===== src/hbc_defs.vh =====
// constants of the half-bridge input controller
// Operation
// - interlock mode: high strap to 5v rail
// - never change mode while operating
// - no-interlock mode: low strap to 5v rail
// - strap resistor 100 to 220 kilohms
// - only the three defined modes are valid
`ifndef HBC_DEFS_VH
`define HBC_DEFS_VH

// ********************
// register word offsets (byte address = 4 * index)
// ********************
`define HBC_REG_CTRL 3'h0
`define HBC_REG_STATUS 3'h1
`define HBC_REG_PERIOD 3'h2
`define HBC_REG_DUTY 3'h3
`define HBC_REG_DEAD 3'h4
`define HBC_REG_IRQSTAT 3'h5
`define HBC_REG_IRQMASK 3'h6

// ********************
// fields
// ********************
`define HBC_CTRL_RUN 0
`define HBC_CTRL_MODE_LO 1
`define HBC_CTRL_MODE_HI 2
`define HBC_MODE_PWM 2'h0
`define HBC_MODE_IND 2'h1
`define HBC_MODE_IND_LOCK 2'h2
`define HBC_MODE_BAD 2'h3
`define HBC_IRQ_SUPFALL 0
`define HBC_IRQ_SUPRISE 1
`define HBC_IRQ_WRAP 2
`define HBC_IRQ_W 3

// ********************
// reset values
// ********************
`define HBC_PERIOD_RST 16'h0064
`define HBC_DUTY_RST 16'h0032
`define HBC_CLK_NS 10
`define HBC_DT_MIN_NS 5
`define HBC_DT_MIN_CYC ((`HBC_DT_MIN_NS + `HBC_CLK_NS - 1) / `HBC_CLK_NS)
`define HBC_DEAD_RST 8'h02

`endif


===== src/hbc_pwm_gen.v =====
// period counter producing the control waveform and a wrap pulse
`timescale 1ns/1ps
module hbc_pwm_gen #(
  parameter CW = 16
) (
  // clock and reset
  input wire clk,
  input wire reset_n,
  // control
  input wire enable,
  input wire [CW-1:0] period,
  input wire [CW-1:0] duty,
  // result
  output reg wave,
  output reg wrap
);

  reg [CW-1:0] cnt_q;
  // a zero period wraps every cycle instead of running to the top
  wire last = (period == {CW{1'b0}}) | (cnt_q >= period - {{(CW-1){1'b0}}, 1'b1});

  always @(posedge clk or negedge reset_n) begin
    if (!reset_n) begin
      cnt_q <= {CW{1'b0}};
      wave <= 1'b0;
      wrap <= 1'b0;
    end else if (!enable) begin
      cnt_q <= {CW{1'b0}};
      wave <= 1'b0;
      wrap <= 1'b0;
    end else begin
      cnt_q <= last ? {CW{1'b0}} : cnt_q + {{(CW-1){1'b0}}, 1'b1};
      wave <= (cnt_q < duty);
      wrap <= last;
    end
  end

endmodule


===== src/hbc_controller.v =====
// controller driving the two logic inputs of a half-bridge gate driver
`timescale 1ns/1ps
`include "hbc_defs.vh"
module hbc_controller #(
  parameter CW = 16,
  parameter DW = 8
) (
  // clock and reset
  input wire clk,
  input wire reset_n,
  // wishbone slave
  input wire wb_cyc_i,
  input wire wb_stb_i,
  input wire wb_we_i,
  input wire [7:0] wb_adr_i,
  input wire [3:0] wb_sel_i,
  input wire [31:0] wb_dat_i,
  output reg [31:0] wb_dat_o,
  output reg wb_ack_o,
  // driver pins
  output reg pwm_low_input,
  output reg enable_high_input,
  input wire supply_ok_flag,
  output reg [1:0] strapSel,
  // interrupt
  output wire irq
);

  // ********************
  // register file
  // ********************
  reg run_q;
  reg [1:0] mode_q;
  reg [CW-1:0] period_q;
  reg [CW-1:0] duty_q;
  reg [DW-1:0] dead_q;
  reg [`HBC_IRQ_W-1:0] irqStat_q;
  reg [`HBC_IRQ_W-1:0] irqMask_q;
  reg supOk_q;

  // ********************
  // request decode
  // ********************
  // ack low in the take keeps a held strobe from being taken twice
  wire req = wb_cyc_i & wb_stb_i & ~wb_ack_o;
  wire wr = req & wb_we_i & wb_sel_i[0];
  wire rd = req & ~wb_we_i;
  wire [2:0] idx = wb_adr_i[4:2];
  // index 7 and any upper address answer with zero and write nothing
  wire inMap = (wb_adr_i[7:5] == 3'h0) & (idx != 3'h7);
  wire [1:0] newMode = wb_dat_i[`HBC_CTRL_MODE_HI:`HBC_CTRL_MODE_LO];
  // mode that a run request would start with; the held one while running
  wire [1:0] effMode = run_q ? mode_q : newMode;
  wire modeValid = (mode_q != `HBC_MODE_BAD);
  // both pins fall at the edge after any of these drops
  wire active = run_q & supOk_q & modeValid;

  wire wave;
  wire wrap;
  wire supFall = supOk_q & ~supply_ok_flag;
  wire supRise = ~supOk_q & supply_ok_flag;
  wire [`HBC_IRQ_W-1:0] events = {wrap, supRise, supFall};
  wire clrStat = rd & inMap & (idx == `HBC_REG_IRQSTAT);

  always @(posedge clk or negedge reset_n) begin
    if (!reset_n) begin
      run_q <= 1'b0;
      mode_q <= `HBC_MODE_PWM;
      period_q <= `HBC_PERIOD_RST;
      duty_q <= `HBC_DUTY_RST;
      dead_q <= `HBC_DEAD_RST;
      irqMask_q <= {`HBC_IRQ_W{1'b0}};
    end else if (wr && inMap) begin
      case (idx)
        `HBC_REG_CTRL: begin
          // mode only moves while stopped, so a write made while running keeps the old one
          if (!run_q) begin
            mode_q <= newMode;
          end
          // an invalid mode can never be started
          run_q <= wb_dat_i[`HBC_CTRL_RUN] & (effMode != `HBC_MODE_BAD);
        end
        `HBC_REG_PERIOD: period_q <= wb_dat_i[CW-1:0];
        `HBC_REG_DUTY: duty_q <= wb_dat_i[CW-1:0];
        `HBC_REG_DEAD: dead_q <= wb_dat_i[DW-1:0];
        `HBC_REG_IRQMASK: irqMask_q <= wb_dat_i[`HBC_IRQ_W-1:0];
        default: begin
        end
      endcase
    end
  end

  // ********************
  // supply tracking and interrupts
  // ********************
  // flag is taken as synchronous, so one register is enough for its edges
  always @(posedge clk or negedge reset_n) begin
    if (!reset_n) begin
      supOk_q <= 1'b0;
    end else begin
      supOk_q <= supply_ok_flag;
    end
  end

  // set wins over the read that clears
  always @(posedge clk or negedge reset_n) begin
    if (!reset_n) begin
      irqStat_q <= {`HBC_IRQ_W{1'b0}};
    end else begin
      irqStat_q <= (clrStat ? {`HBC_IRQ_W{1'b0}} : irqStat_q) | events;
    end
  end

  // level output: stays high until software reads the status
  assign irq = |(irqStat_q & irqMask_q);

  // ********************
  // bus answer, one cycle after the request
  // ********************
  reg [31:0] rdData;
  always @* begin
    rdData = 32'h0;
    case (idx)
      `HBC_REG_CTRL: rdData = {29'h0, mode_q, run_q};
      `HBC_REG_STATUS: rdData = {27'h0, mode_q, modeValid, supOk_q, active};
      `HBC_REG_PERIOD: rdData[CW-1:0] = period_q;
      `HBC_REG_DUTY: rdData[CW-1:0] = duty_q;
      `HBC_REG_DEAD: rdData[DW-1:0] = dead_q;
      `HBC_REG_IRQSTAT: rdData[`HBC_IRQ_W-1:0] = irqStat_q;
      `HBC_REG_IRQMASK: rdData[`HBC_IRQ_W-1:0] = irqMask_q;
      default: rdData = 32'h0;
    endcase
    if (!inMap) begin
      rdData = 32'h0;
    end
  end

  always @(posedge clk or negedge reset_n) begin
    if (!reset_n) begin
      wb_ack_o <= 1'b0;
      wb_dat_o <= 32'h0;
    end else begin
      // unmapped requests are answered as well, so the master never hangs
      wb_ack_o <= req;
      wb_dat_o <= rd ? rdData : 32'h0;
    end
  end

  // ********************
  // waveform source
  // ********************
  hbc_pwm_gen #(
    .CW(CW)
  ) u_gen (
    .clk(clk),
    .reset_n(reset_n),
    .enable(active),
    .period(period_q),
    .duty(duty_q),
    .wave(wave),
    .wrap(wrap)
  );

  // ********************
  // strap select
  // ********************
  // follows the mode register, which only moves while stopped, so the
  // board straps never change under a running driver
  always @(posedge clk or negedge reset_n) begin
    if (!reset_n) begin
      strapSel <= `HBC_MODE_PWM;
    end else begin
      strapSel <= mode_q;
    end
  end

  // ********************
  // pin drive
  // ********************
  // independent modes: host inserts its own gap on every edge, since with
  // interlock off nothing else prevents shoot-through
  reg prevWave_q;
  reg [DW-1:0] dtCnt_q;
  // the shortest gap is rounded up to whole clock cycles
  wire [31:0] dtMinFull = `HBC_DT_MIN_CYC;
  wire [DW-1:0] dtMin = dtMinFull[DW-1:0];
  wire [DW-1:0] dtLoad = (dead_q < dtMin) ? dtMin : dead_q;
  wire edgeSeen = (wave != prevWave_q);
  wire dtDone = (dtCnt_q == {DW{1'b0}});

  always @(posedge clk or negedge reset_n) begin
    if (!reset_n) begin
      prevWave_q <= 1'b0;
      dtCnt_q <= {DW{1'b0}};
      pwm_low_input <= 1'b0;
      enable_high_input <= 1'b0;
    end else begin
      prevWave_q <= wave;
      if (!active) begin
        // lockout or invalid mode: both inputs low
        dtCnt_q <= {DW{1'b0}};
        pwm_low_input <= 1'b0;
        enable_high_input <= 1'b0;
      end else if (mode_q == `HBC_MODE_PWM) begin
        // driver makes the complementary pair and its own dead time
        enable_high_input <= 1'b1;
        pwm_low_input <= wave;
      end else if (edgeSeen) begin
        // every transition first drops both inputs, so a clean edge follows
        dtCnt_q <= dtLoad;
        pwm_low_input <= 1'b0;
        enable_high_input <= 1'b0;
      end else if (!dtDone) begin
        dtCnt_q <= dtCnt_q - {{(DW-1){1'b0}}, 1'b1};
      end else begin
        // never both high, so the driver interlock stays idle
        enable_high_input <= wave;
        pwm_low_input <= ~wave;
      end
    end
  end

endmodule


===== config.mk =====
export PLATFORM = sky130hd
export DESIGN_NAME = hbc_controller
export DESIGN_NICKNAME = d
export VERILOG_FILES = /design/src/hbc_pwm_gen.v /design/src/hbc_controller.v
export VERILOG_INCLUDE_DIRS = /design/src
export SDC_FILE = /design/constraint.sdc
export NUM_CORES = 1
export LEC_CHECK = 0
export BUFFER_PORTS_ARGS = -buffer_cell sky130_fd_sc_hd__buf_2
export CAP_MARGIN = 20
export CORE_MARGIN = 2
export CORE_UTILIZATION = 50
export CTS_CLUSTER_SIZE = 8
export DETAILED_ROUTE_END_ITERATION = 12
export GPL_ROUTABILITY_DRIVEN = 1
export HOLD_SLACK_MARGIN = 0.1
export PLACE_DENSITY_LB_ADDON = 0.3
export SLEW_MARGIN = 20
export SYNTH_ARGS = -nofsm -noshare
export SYNTH_HDL_FRONTEND = slang
export SYNTH_SLANG_ARGS = --single-unit

===== constraint.sdc =====
create_clock -name clk -period 3.3 [get_ports clk]
set_clock_uncertainty 0.1 [all_clocks]
set_input_delay 0.66 -clock clk [delete_from_list [all_inputs] [get_ports clk]]
set_output_delay 0.66 -clock clk [all_outputs]
set_load 0.1 [all_outputs]

; ---- Yosys cells after proc, flatten, opt, wreduce, memory -nomap -nowiden
; Index checks and enable logic that the tools add are counted.
; Widths: inputs -> output; s select.
[classes]
n_addsub = 3
order_cmp = 3
eq_ne = 13
n_mux = 24
n_bitwise = 21
n_reduce_logical = 13
[ops]
columns = op, count
row1 = $mux 16, 3
row2 = $mux 8, 5
row3 = $mux 32, 1
row4 = $pmux 3 s7, 1
row5 = $pmux 5 s4, 1
row6 = $add 16x1->16 const B, 1
row7 = $ge 16x16->1, 1
row8 = $logic_not 16->1, 1
row9 = $lt 16x16->1, 1
row10 = $pmux 8 s2, 1
row11 = $sub 16x1->16 const B, 1
row12 = $and 1x1->1, 13
row13 = $reduce_and 2->1, 6
row14 = $mux 1, 10
row15 = $eq 3x3->1 const B, 3
row16 = $logic_not 8->1, 1
row17 = $lt 8x1->1 const B, 1
row18 = $sub 8x1->8 const B, 1
row19 = $eq 3x2->1 const B, 2
row20 = $logic_not 3->1, 2
row21 = $ne 2x2->1 const B, 3
row22 = $ne 3x3->1 const B, 2
row23 = $not 1->1, 5
row24 = $ne 4x4->1 const B, 1
row25 = 10 further kinds, 10
[word_totals]
register_bits = 114
inputBits = 50
out_inout_bits = 38
word_cells = 95

; ---- Depth between registers and ports, before layout
; Gate-level depths: netlist of the first run.
[depth]
depth_word = 7
mapped_depth = 12
mapped_depth_nobuf = 11

; ---- By module
; A second synthesis of the first run with hierarchy kept.
[unflattened]
cells_unflattened = 541
area_unflattened_um2 = 5741.8
[modules_own_cells]
columns = module, n_inst, cells_each, area_each_um2, seq_area_each_um2
row1 = hbc_controller, 1, 332, 3945.0, 2010.7
row2 = hbc_pwm_gen, 1, 209, 1796.7, 450.4

; ---- Worst setup path before layout of the first run
; No wires, ideal clock.
[synth_path]
kind = reg2reg
startpoint = register period_q[9]
endpoint = register u_gen.cnt_q[10]
arrival_time_ns = 2.783
setup_slack_ns = 0.281
path_stages_with_launch = 12
path_cell_list = dfrtp_1 -> or4_1 -> or2_1 -> nor3_1 -> xnor2_1 -> ha_1 -> nand4_1 -> nor3_1 -> a21oi_1 -> nand2_1 -> clkbuf_1 -> nor3_1
[synth_via]
elab_chain_len = 5
word_cells_on_any_way = 6
cone_classes = add/sub: 1 / order compare: 1 / mux: 2 / bitwise: 1 / reduce/logical: 1
[synth_rtl]
columns = item, line_no
row1 = from (decl), hbc_controller.v:34  ; reg [CW-1:0] period_q;
row2 = from (signal assigned), hbc_controller.v:69  ; period_q <= `HBC_PERIOD_RST;
row3 = from (signal assigned), hbc_controller.v:83  ; `HBC_REG_PERIOD: period_q <= wb_dat_i[CW-1:0];
row4 = $sub 16x1->16, hbc_pwm_gen.v:20  ; wire last = (period == {CW{1'b0}}) | (cnt_q >= period - {{(CW-1){1'b0}}, 1'b1});
row5 = $ge 16x16->1, hbc_pwm_gen.v:20
row6 = $or 1x1->1 (*), hbc_pwm_gen.v:20
row7 = $mux 16 (*), hbc_pwm_gen.v:32  ; cnt_q <= last ? {CW{1'b0}} : cnt_q + {{(CW-1){1'b0}}, 1'b1};
row8 = $mux 16 (*), hbc_pwm_gen.v:27  ; end else if (!enable) begin
row9 = to (signal assigned), hbc_pwm_gen.v:24  ; cnt_q <= {CW{1'b0}};
row10 = to (signal assigned), hbc_pwm_gen.v:28  ; cnt_q <= {CW{1'b0}};
row11 = to (signal assigned), hbc_pwm_gen.v:32
row12 = to (decl), hbc_pwm_gen.v:18  ; reg [CW-1:0] cnt_q;
; Every way passes the cells marked *; elsewhere a longest branch is shown, timed or not.
; A chain may end at the register's enable or synchronous reset.

; ---- Worst setup path in the final report of the first run
[layout_path]
startpoint = register period_q[11]
endpoint = register u_gen.wrap
[layout_via]
elab_chain_len = 4
word_cells_on_any_way = 5
cone_classes = add/sub: 1 / order compare: 1 / mux: 1 / bitwise: 1 / reduce/logical: 1
[layout_rtl]
columns = item, line_no
row1 = $sub 16x1->16, hbc_pwm_gen.v:20
row2 = $ge 16x16->1, hbc_pwm_gen.v:20
row3 = $or 1x1->1 (*), hbc_pwm_gen.v:20
row4 = $mux 1 (*), hbc_pwm_gen.v:27
row5 = to (signal assigned), hbc_pwm_gen.v:34  ; wrap <= last;
row6 = to (decl), hbc_pwm_gen.v:15  ; output reg wrap
; Marked as above.

==> results of run 1 <==
worst paths after layout:
path                            slack, ps  depth (start not counted)            to            from
worst max-delay path                  300                          9    u_gen.wrap    period_q[11]
worst min register to register        370                          0    prevWave_q      u_gen.wave
worst max register to register        300                          9    u_gen.wrap    period_q[11]
max in group asynchronous            2090                          2     duty_q[1]         reset_n
worst min-delay path                  220                          1  wb_dat_o[13]         reset_n
min in group clk                      340                          1       supOk_q  supply_ok_flag
per-stage QoR:
step                      instances  cell area (um2)  total power (W)   util
after floorplan                 545             5690          0.00155      -
after global placement          708             5950          0.00160  0.544
after detailed placement        708             5950          0.00161  0.544
after CTS                       724             6230          0.00261  0.570
after global routing            724             6250          0.00271  0.572
final                           724             6250          0.00260  0.572
cell type report:
class,instances,area [um2],share of cell area
flip-flops and latches,98,2460,0.394
clock inverters,2,10.0,0.00160
multi-input cells,383,2910,0.466
clock buffers,14,274,0.0438
repair buffers,58,313,0.0500
well taps,140,175,0.0280
inverters,29,109,0.0174
cells by family after synthesis:
kind of cell | Yosys count | share of synthesized area
AND/OR/NAND/NOR | 160 | 0.148
other | 1 | 0.000665
AO/OA/AOI/OAI | 79 | 0.0934
flip-flops | 98 | 0.437
buffers and inverters | 64 | 0.0606
XOR/XNOR | 28 | 0.0435
adder cells (fa/ha/maj) | 37 | 0.0821
multiplexers | 63 | 0.136
power groups by stage:
stage          clock network [W]  logic [W]  registers (W)
2_1_floorplan                  0   0.000283        0.00127
3_3_place_gp                   0   0.000338        0.00126
3_5_place_dp                   0   0.000347        0.00126
4_1_cts                  0.00103   0.000348        0.00124
5_1_grt                  0.00108   0.000386        0.00124
6_report                 0.00101   0.000350        0.00124
registers in the layout, summed over array words and instances (netlist names):
| name | flops |
|---|---|
| dead_q | 8 |
| dtCnt_q | 8 |
| duty_q | 16 |
| enable_high_input | 1 |
| irqMask_q | 3 |
| irqStat_q | 3 |
| mode_q | 2 |
| period_q | 16 |
| prevWave_q | 1 |
| pwm_low_input | 1 |
| run_q | 1 |
| strapSel | 2 |
| supOk_q | 1 |
| u_gen.cnt_q | 16 |
| u_gen.wave | 1 |
| u_gen.wrap | 1 |
| wb_ack_o | 1 |
| wb_dat_o | 16 |
cell usage after synthesis (2+ instances only):
cell,instances
dfrtp_1,91
nor2_1,44
ha_1,37
mux2_2,36
nand2_1,35
inv_1,29
nor3_1,29
a21oi_1,18
o21ai_0,18
xnor2_1,18
buf_4,16
mux2i_1,13
clkbuf_1,11
nand3_1,11
mux2_4,10
xor2_1,10
a21o_1,7
a22oi_1,7
a31oi_1,7
dfstp_2,7
a211oi_1,5
and3_1,5
nor2b_1,5
nand4_1,4
nor4_1,4
or4_1,4
buf_6,3
mux4_2,3
a22o_1,2
and4_1,2
buf_1,2
buf_2,2
nand2b_1,2
o211ai_1,2
or3b_2,2
per-layer routing:
metal,vias to the layer above,GRT usage,share of wire
met5,-,0,0
met4,0,0.0875,0.024
met3,21,0.0482,0.039
met2,87,0.317,0.45
met1,2014,0.311,0.49
li1,1951,-,-
worst reg2reg max path: cells and delay by family (launching register included):
kind	cells	cell delay [ps]
AND/OR/NAND/NOR	5	1440
AO/OA/AOI/OAI	2	530
flip-flops	1	440
adder cells (fa/ha/maj)	1	320
XOR/XNOR	1	110
repair_timing:
action,CTS,global route
setup endpoints to repair,0,17
gates resized for setup,0,3
hold buffers,0,0
placed cells by master (no fill, tap or decap), drive strengths merged, types with 10 or more instances in the layout:
master | synthesis | layout
dfrtp | 91 | 91
buf | 24 | 58
mux2 | 47 | 47
nor2 | 44 | 44
ha | 37 | 37
nand2 | 36 | 36
nor3 | 31 | 31
inv | 29 | 29
xnor2 | 18 | 18
a21oi | 18 | 18
o21ai | 18 | 18
conb | 1 | 16
clkbuf | 11 | 14
mux2i | 13 | 13
nand3 | 12 | 12
xor2 | 10 | 10
==> key figures, run 1 <==
Clocking
  • CTS H-Tree Depth: 3
  • Clk sinks: 98
  • CTS tree: yes
  • CTS max path bufs: 2
  • Cts bufs inserted: 9
  • Root Buffer: clkbuf_16
  • Clk_lat worst skew: 360 ps
  • Setup Buffers After CTS: 0
  • Clock transition at path regs: 60 ps

Layout
  • Net count, final: 666
  • Share of layout cells above drive strength 1: 0.247
  • Area grow syn2layout: 10.9%
  • Antenna Cells: 0
  • Fillers: 935

Pwr
  • Sequential share of power: 0.477
  • Net Sw Power: 0.000703 W
  • Pleak: 3.05 nW
  • Peak VDD IR: 0.000268 V
  • PwrDens: 416 mW/mm2
  • Power share of the clock group: 0.388
  • Sw Ratio: 0.270
  • Comb pwr share: 0.135
  • P_int: 0.00190 W

Worst setup path
  • Startpoint Class: flip-flop
  • Crit path max-delay cell type: or4_1
  • CP arrival: 3190 ps
  • CP peak stage delay: 520 ps
  • Critical-path cell list: or4_1, or2_1, nor3_1, xnor2_1, ha_1, nand4_1, nor3_2, a41o_4, o21ba_2
  • Bufs and invs on worst path: 0
  • Crit-path max FO: 17
  • CP Data Required Time: 3490 ps
  • Critical path endpoint category: flip-flop
  • Top delay family on crit path: simple AND/OR/NAND/NOR gates
  • Critical path class: reg -> reg

Die
  • Chip Width: 110 um
  • Die H: 110 um
  • I/O pins: 88
  • Die area: 0.0121 mm2
  • Core Area: 0.0109 mm2
  • Rows: 38
  • Effective utilization at floorplan: 0.516

Synth
  • Primary FF master, synth: dfrtp_1
  • Async SR Flop Fraction: 1.00
  • Flops & latches, synth: 98
  • Area contributors post-synth: dfrtp_1 40%, ha_1 8.2%, mux2_2 7.2%, dfstp_2 3.3%, nor2_1 2.9%
  • Synth top area share: 0.404
  • Cell count after synthesis: 530
  • Post-synth top area cell: dfrtp_1
  • Post-Syn Area: 0.00564 mm2
  • Average cell area after synthesis: 10.6 um2
  • Ys Warns: 0
  • Unique masters post-synth: 64
  • Number of synthesized flops with an enable pin: 0
  • Seq/Total Area, Yosys: 0.437

Drt
  • Routed WL per cell: 16.4 um
  • Final antenna-violating net count: 0
  • Total number of vias: 4,073
  • Initial drt markers: 253
  • DRC: 0
  • First-pass DRT Iterations: 4
  • Detailed Route WL: 11,900 um
  • Vias per cell: 5.63

Global route
  • Number of antenna violations at the first check in global routing: 0
  • Vias in the first global route: 4,017
  • Global route total overflow: 0
  • All-Layer GR Usage: 0.217
  • Largest net degree at the start of global routing: 50
  • First-pass GRT wire length: 20,000 um

Timing
  • Hold slack: 223 ps
  • Final hold violation count: 0
  • Slew @ Worst Pin: 728 ps
  • Pins Over Slew Limit: 0
  • Final Cycle Share: 0.909
  • RSZ-0062 raised after global routing: no
  • Worst slew margin: 0.515
  • Sum Neg Setup Slack: 0 ps
  • Final setup margin: 300 ps
  • Tmin final: 3000 ps
  • Fmax: 333 MHz
  • Final setup violation count: 0

Placed design
  • Gp weighted congestion: 0.867
  • Input/output buffers: 50
  • Final HPWL DP: 8830 um
  • DP Worst Slack: 184 ps

Outcome
  • Status: finished clean

Flow run
  • Max-Cap Viols: 0

Hold path
  • Hold crit path type: in -> async
(Power assumes the default switching activity.)
==> inputs of run 2 (changes only) <==
- BUFFER_PORTS_ARGS: -buffer_cell sky130_fd_sc_hd__buf_2 -> -buffer_cell sky130_fd_sc_hd__buf_4
- REMOVE_ABC_BUFFERS: not set -> 1
- SYNTH_HIERARCHICAL: not set -> 1
==> key figures, run 2 <==
Outcome
  • Status: finished clean

Drt
  • Total number of vias: 4,341
  • DRC: 0
  • Routed WL per cell: 17.9 um
  • Initial drt markers: 367
  • Detailed Route WL: 13,500 um
  • First-pass DRT Iterations: 7
  • Final antenna-violating net count: 0
  • Vias per cell: 5.75

Clocking
  • # hold bufs at CTS: 0
  • Clock transition at path regs: 70 ps
  • CTS tree: yes
  • Clk_lat worst skew: 360 ps
  • Cts bufs inserted: 9
  • Clk sinks: 98
  • Root Buffer: clkbuf_16
  • CTS max path bufs: 2
  • CTS H-Tree Depth: 3

Pwr
  • Net Sw Power: 0.000735 W
  • Peak VDD IR: 0.000362 V
  • Sequential share of power: 0.434
  • Power share of the clock group: 0.428
  • PwrDens: 423 mW/mm2
  • Comb pwr share: 0.138
  • Sw Ratio: 0.257
  • P_int: 0.00212 W
  • Pleak: 3.29 nW

Synth
  • Largest family of logic cells by synthesized area: simple AND/OR/NAND/NOR gates
  • Area contributors post-synth: dfrtp_1 40%, ha_1 8.1%, mux2_2 7.5%, dfstp_2 3.2%, nor2_1 2.9%
  • Async SR Flop Fraction: 1.00
  • Mux contribution to synthesized area: 0.129
  • Average cell area after synthesis: 10.6 um2
  • Post-Syn Area: 0.00574 mm2
  • Synth top area share: 0.397
  • Flops & latches, synth: 98
  • Primary FF master, synth: dfrtp_1
  • Seq/Total Area, Yosys: 0.429
  • Post-synth top area cell: dfrtp_1
  • Synth cell count leaders: 91 x dfrtp_1, 45 x nor2_1, 38 x mux2_2
  • Synthesized-area fraction occupied by ao, oa, aoi and oai cells: 0.0911
  • Top-count cell post-synth: dfrtp_1
  • Unique masters post-synth: 68
  • Synth Area in Adders: 0.0806
  • Cell count after synthesis: 541
  • Number of synthesized flops with an enable pin: 0
  • Ys Warns: 6
  • XOR/XNOR share of the synthesized area: 0.0427
  • Simple-gate share of the synthesized area: 0.170

Global route
  • All-Layer GR Usage: 0.227
  • Largest net degree at the start of global routing: 54
  • Vias in the first global route: 4,484
  • Number of antenna violations at the first check in global routing: 0
  • First-pass GRT wire length: 22,600 um
  • Global route total overflow: 0

Die
  • I/O pins: 88
  • Rows: 39
  • Core Area: 0.0113 mm2
  • Effective utilization at floorplan: 0.507
  • Die area: 0.0124 mm2
  • Chip Width: 111 um
  • Die H: 111 um

Worst setup path
  • Critical path endpoint category: flip-flop
  • CP Data Required Time: 3440 ps
  • Startpoint Class: flip-flop
  • Reg2reg setup slack: 80 ps
  • Crit-path max FO: 8
  • CP arrival: 3360 ps
  • Worst reg2reg path startpoint: period_q[0]
  • Critical path class: reg -> reg
  • RR Endpoint: u_gen/cnt_q[6]
  • Worst R2R Path Depth: 13

Timing
  • Pins Over Slew Limit: 0
  • Final hold violation count: 0
  • Sum Neg Setup Slack: 0 ps
  • Fmax: 310 MHz
  • Final setup margin: 75.6 ps
  • Tmin final: 3220 ps
  • RSZ-0062 raised after global routing: yes
  • Hold slack: 232 ps
  • Final Cycle Share: 0.977
  • Slew @ Worst Pin: 958 ps
  • Worst slew margin: 0.361
  • Final setup violation count: 0

Layout
  • Final Util: 0.596
  • Most frequent cells in the layout: 91 x dfrtp_1, 69 x buf_4, 44 x nor2_1
  • Net count, final: 694
  • Commonest non-fill, non-tap cell in the layout: dfrtp_1
  • Cell Count, Final, Fillers Out: 755
  • Area grow syn2layout: 17.5%
  • Share of layout cells above drive strength 1: 0.270
  • Fillers: 956
  • Antenna Cells: 0

Placed design
  • Input/output buffers: 50
  • Gp weighted congestion: 0.924
  • DP Worst Slack: 10.6 ps
  • Final HPWL DP: 9690 um
  • Dpl cells: 736

Flow run
  • Max-Cap Viols: 0

Hold path
  • Hold crit path type: in -> async
-- run 2: cell types whose count changed in the layout (fill, tap and decap cells not counted), moves of 4 or more --
| cell | change |
|---|---|
| nor3_1 | -18 |
| buf_4 | +60 |
| a211oi_1 | -5 |
| nor2b_1 | +5 |
| a21o_1 | -4 |
| nand2_1 | -8 |
| xor2_1 | +6 |
| nand2b_1 | +5 |
| nand3_1 | +11 |
| buf_2 | -49 |
| xnor2_1 | -6 |
| a31oi_1 | -5 |
-- run 2: through the flow --
stage	total power [W]	instance area, um2
floorplan	0.00151	5580
global placement	0.00163	6310
detailed placement	0.00165	6310
CTS	0.00287	6660
global route	0.00297	6750
finish	0.00286	6750
-- run 2: final cells by class --
type | count | area (um2) | share of cell area
clock buffers | 10 | 239 | 0.0354
clock inverters | 6 | 114 | 0.0169
inverters | 31 | 116 | 0.0172
multi-input cells | 395 | 3060 | 0.453
flip-flops and latches | 98 | 2460 | 0.365
well taps | 143 | 179 | 0.0265
repair buffers | 72 | 583 | 0.0864
-- run 2: power by group through the flow --
stage | registers [W] | clock network (W) | logic, W
after floorplan | 0.00127 | 0 | 0.000237
after global placement | 0.00126 | 0 | 0.000371
after detailed placement | 0.00126 | 0 | 0.000384
after CTS | 0.00124 | 0.00124 | 0.000387
after global routing | 0.00124 | 0.00130 | 0.000425
final | 0.00124 | 0.00122 | 0.000393
-- run 2: routing by layer --
metal	global-route usage	wire length (um)
met5	0	0
met4	0.0551	299
met3	0.0530	553
met2	0.394	6950
met1	0.289	5710
-- run 2: timing repair --
item	CTS	global route
setup endpoints to repair	16	16
buffers inserted	0	2
gates cloned	0	1
endpoints found under the hold margin	0	0
resized for setup	1	10
pin swaps	0	5
-- run 2: logic make-up after synthesis --
kind of cell / Yosys count
buffers and inverters: 63
DFF: 98
AOI/OAI and AO/OA: 77
muxes: 64
adders and majority gates: 37
and+or+nand+nor: 173
xor gates and xnor gates: 28
other: 1
-- run 2: how the worst max path moves through the flow --
stage	to	from	slack, ps
floorplan	u_gen/cnt_q[10]	period_q[0]	130
global placement	u_gen/cnt_q[12]	period_q[0]	80
detailed placement	u_gen/cnt_q[11]	period_q[0]	10
CTS	u_gen/cnt_q[11]	period_q[0]	70
global route	u_gen/cnt_q[14]	period_q[0]	-70
finish	u_gen/cnt_q[6]	period_q[0]	80
-- run 2: worst max-delay path, cell delays in order (launching register included) --
cell and delay (ps):
dfrtp_1 390, inv_2 80, ha_4 120, or4b_4 470
nand2b_4 170, or4_4 410, xor2_1 160, ha_1 280
nand4_1 160, nor3_4 220, a41oi_2 180, nand4_4 150
clkbuf_16 160, nor2_1 50
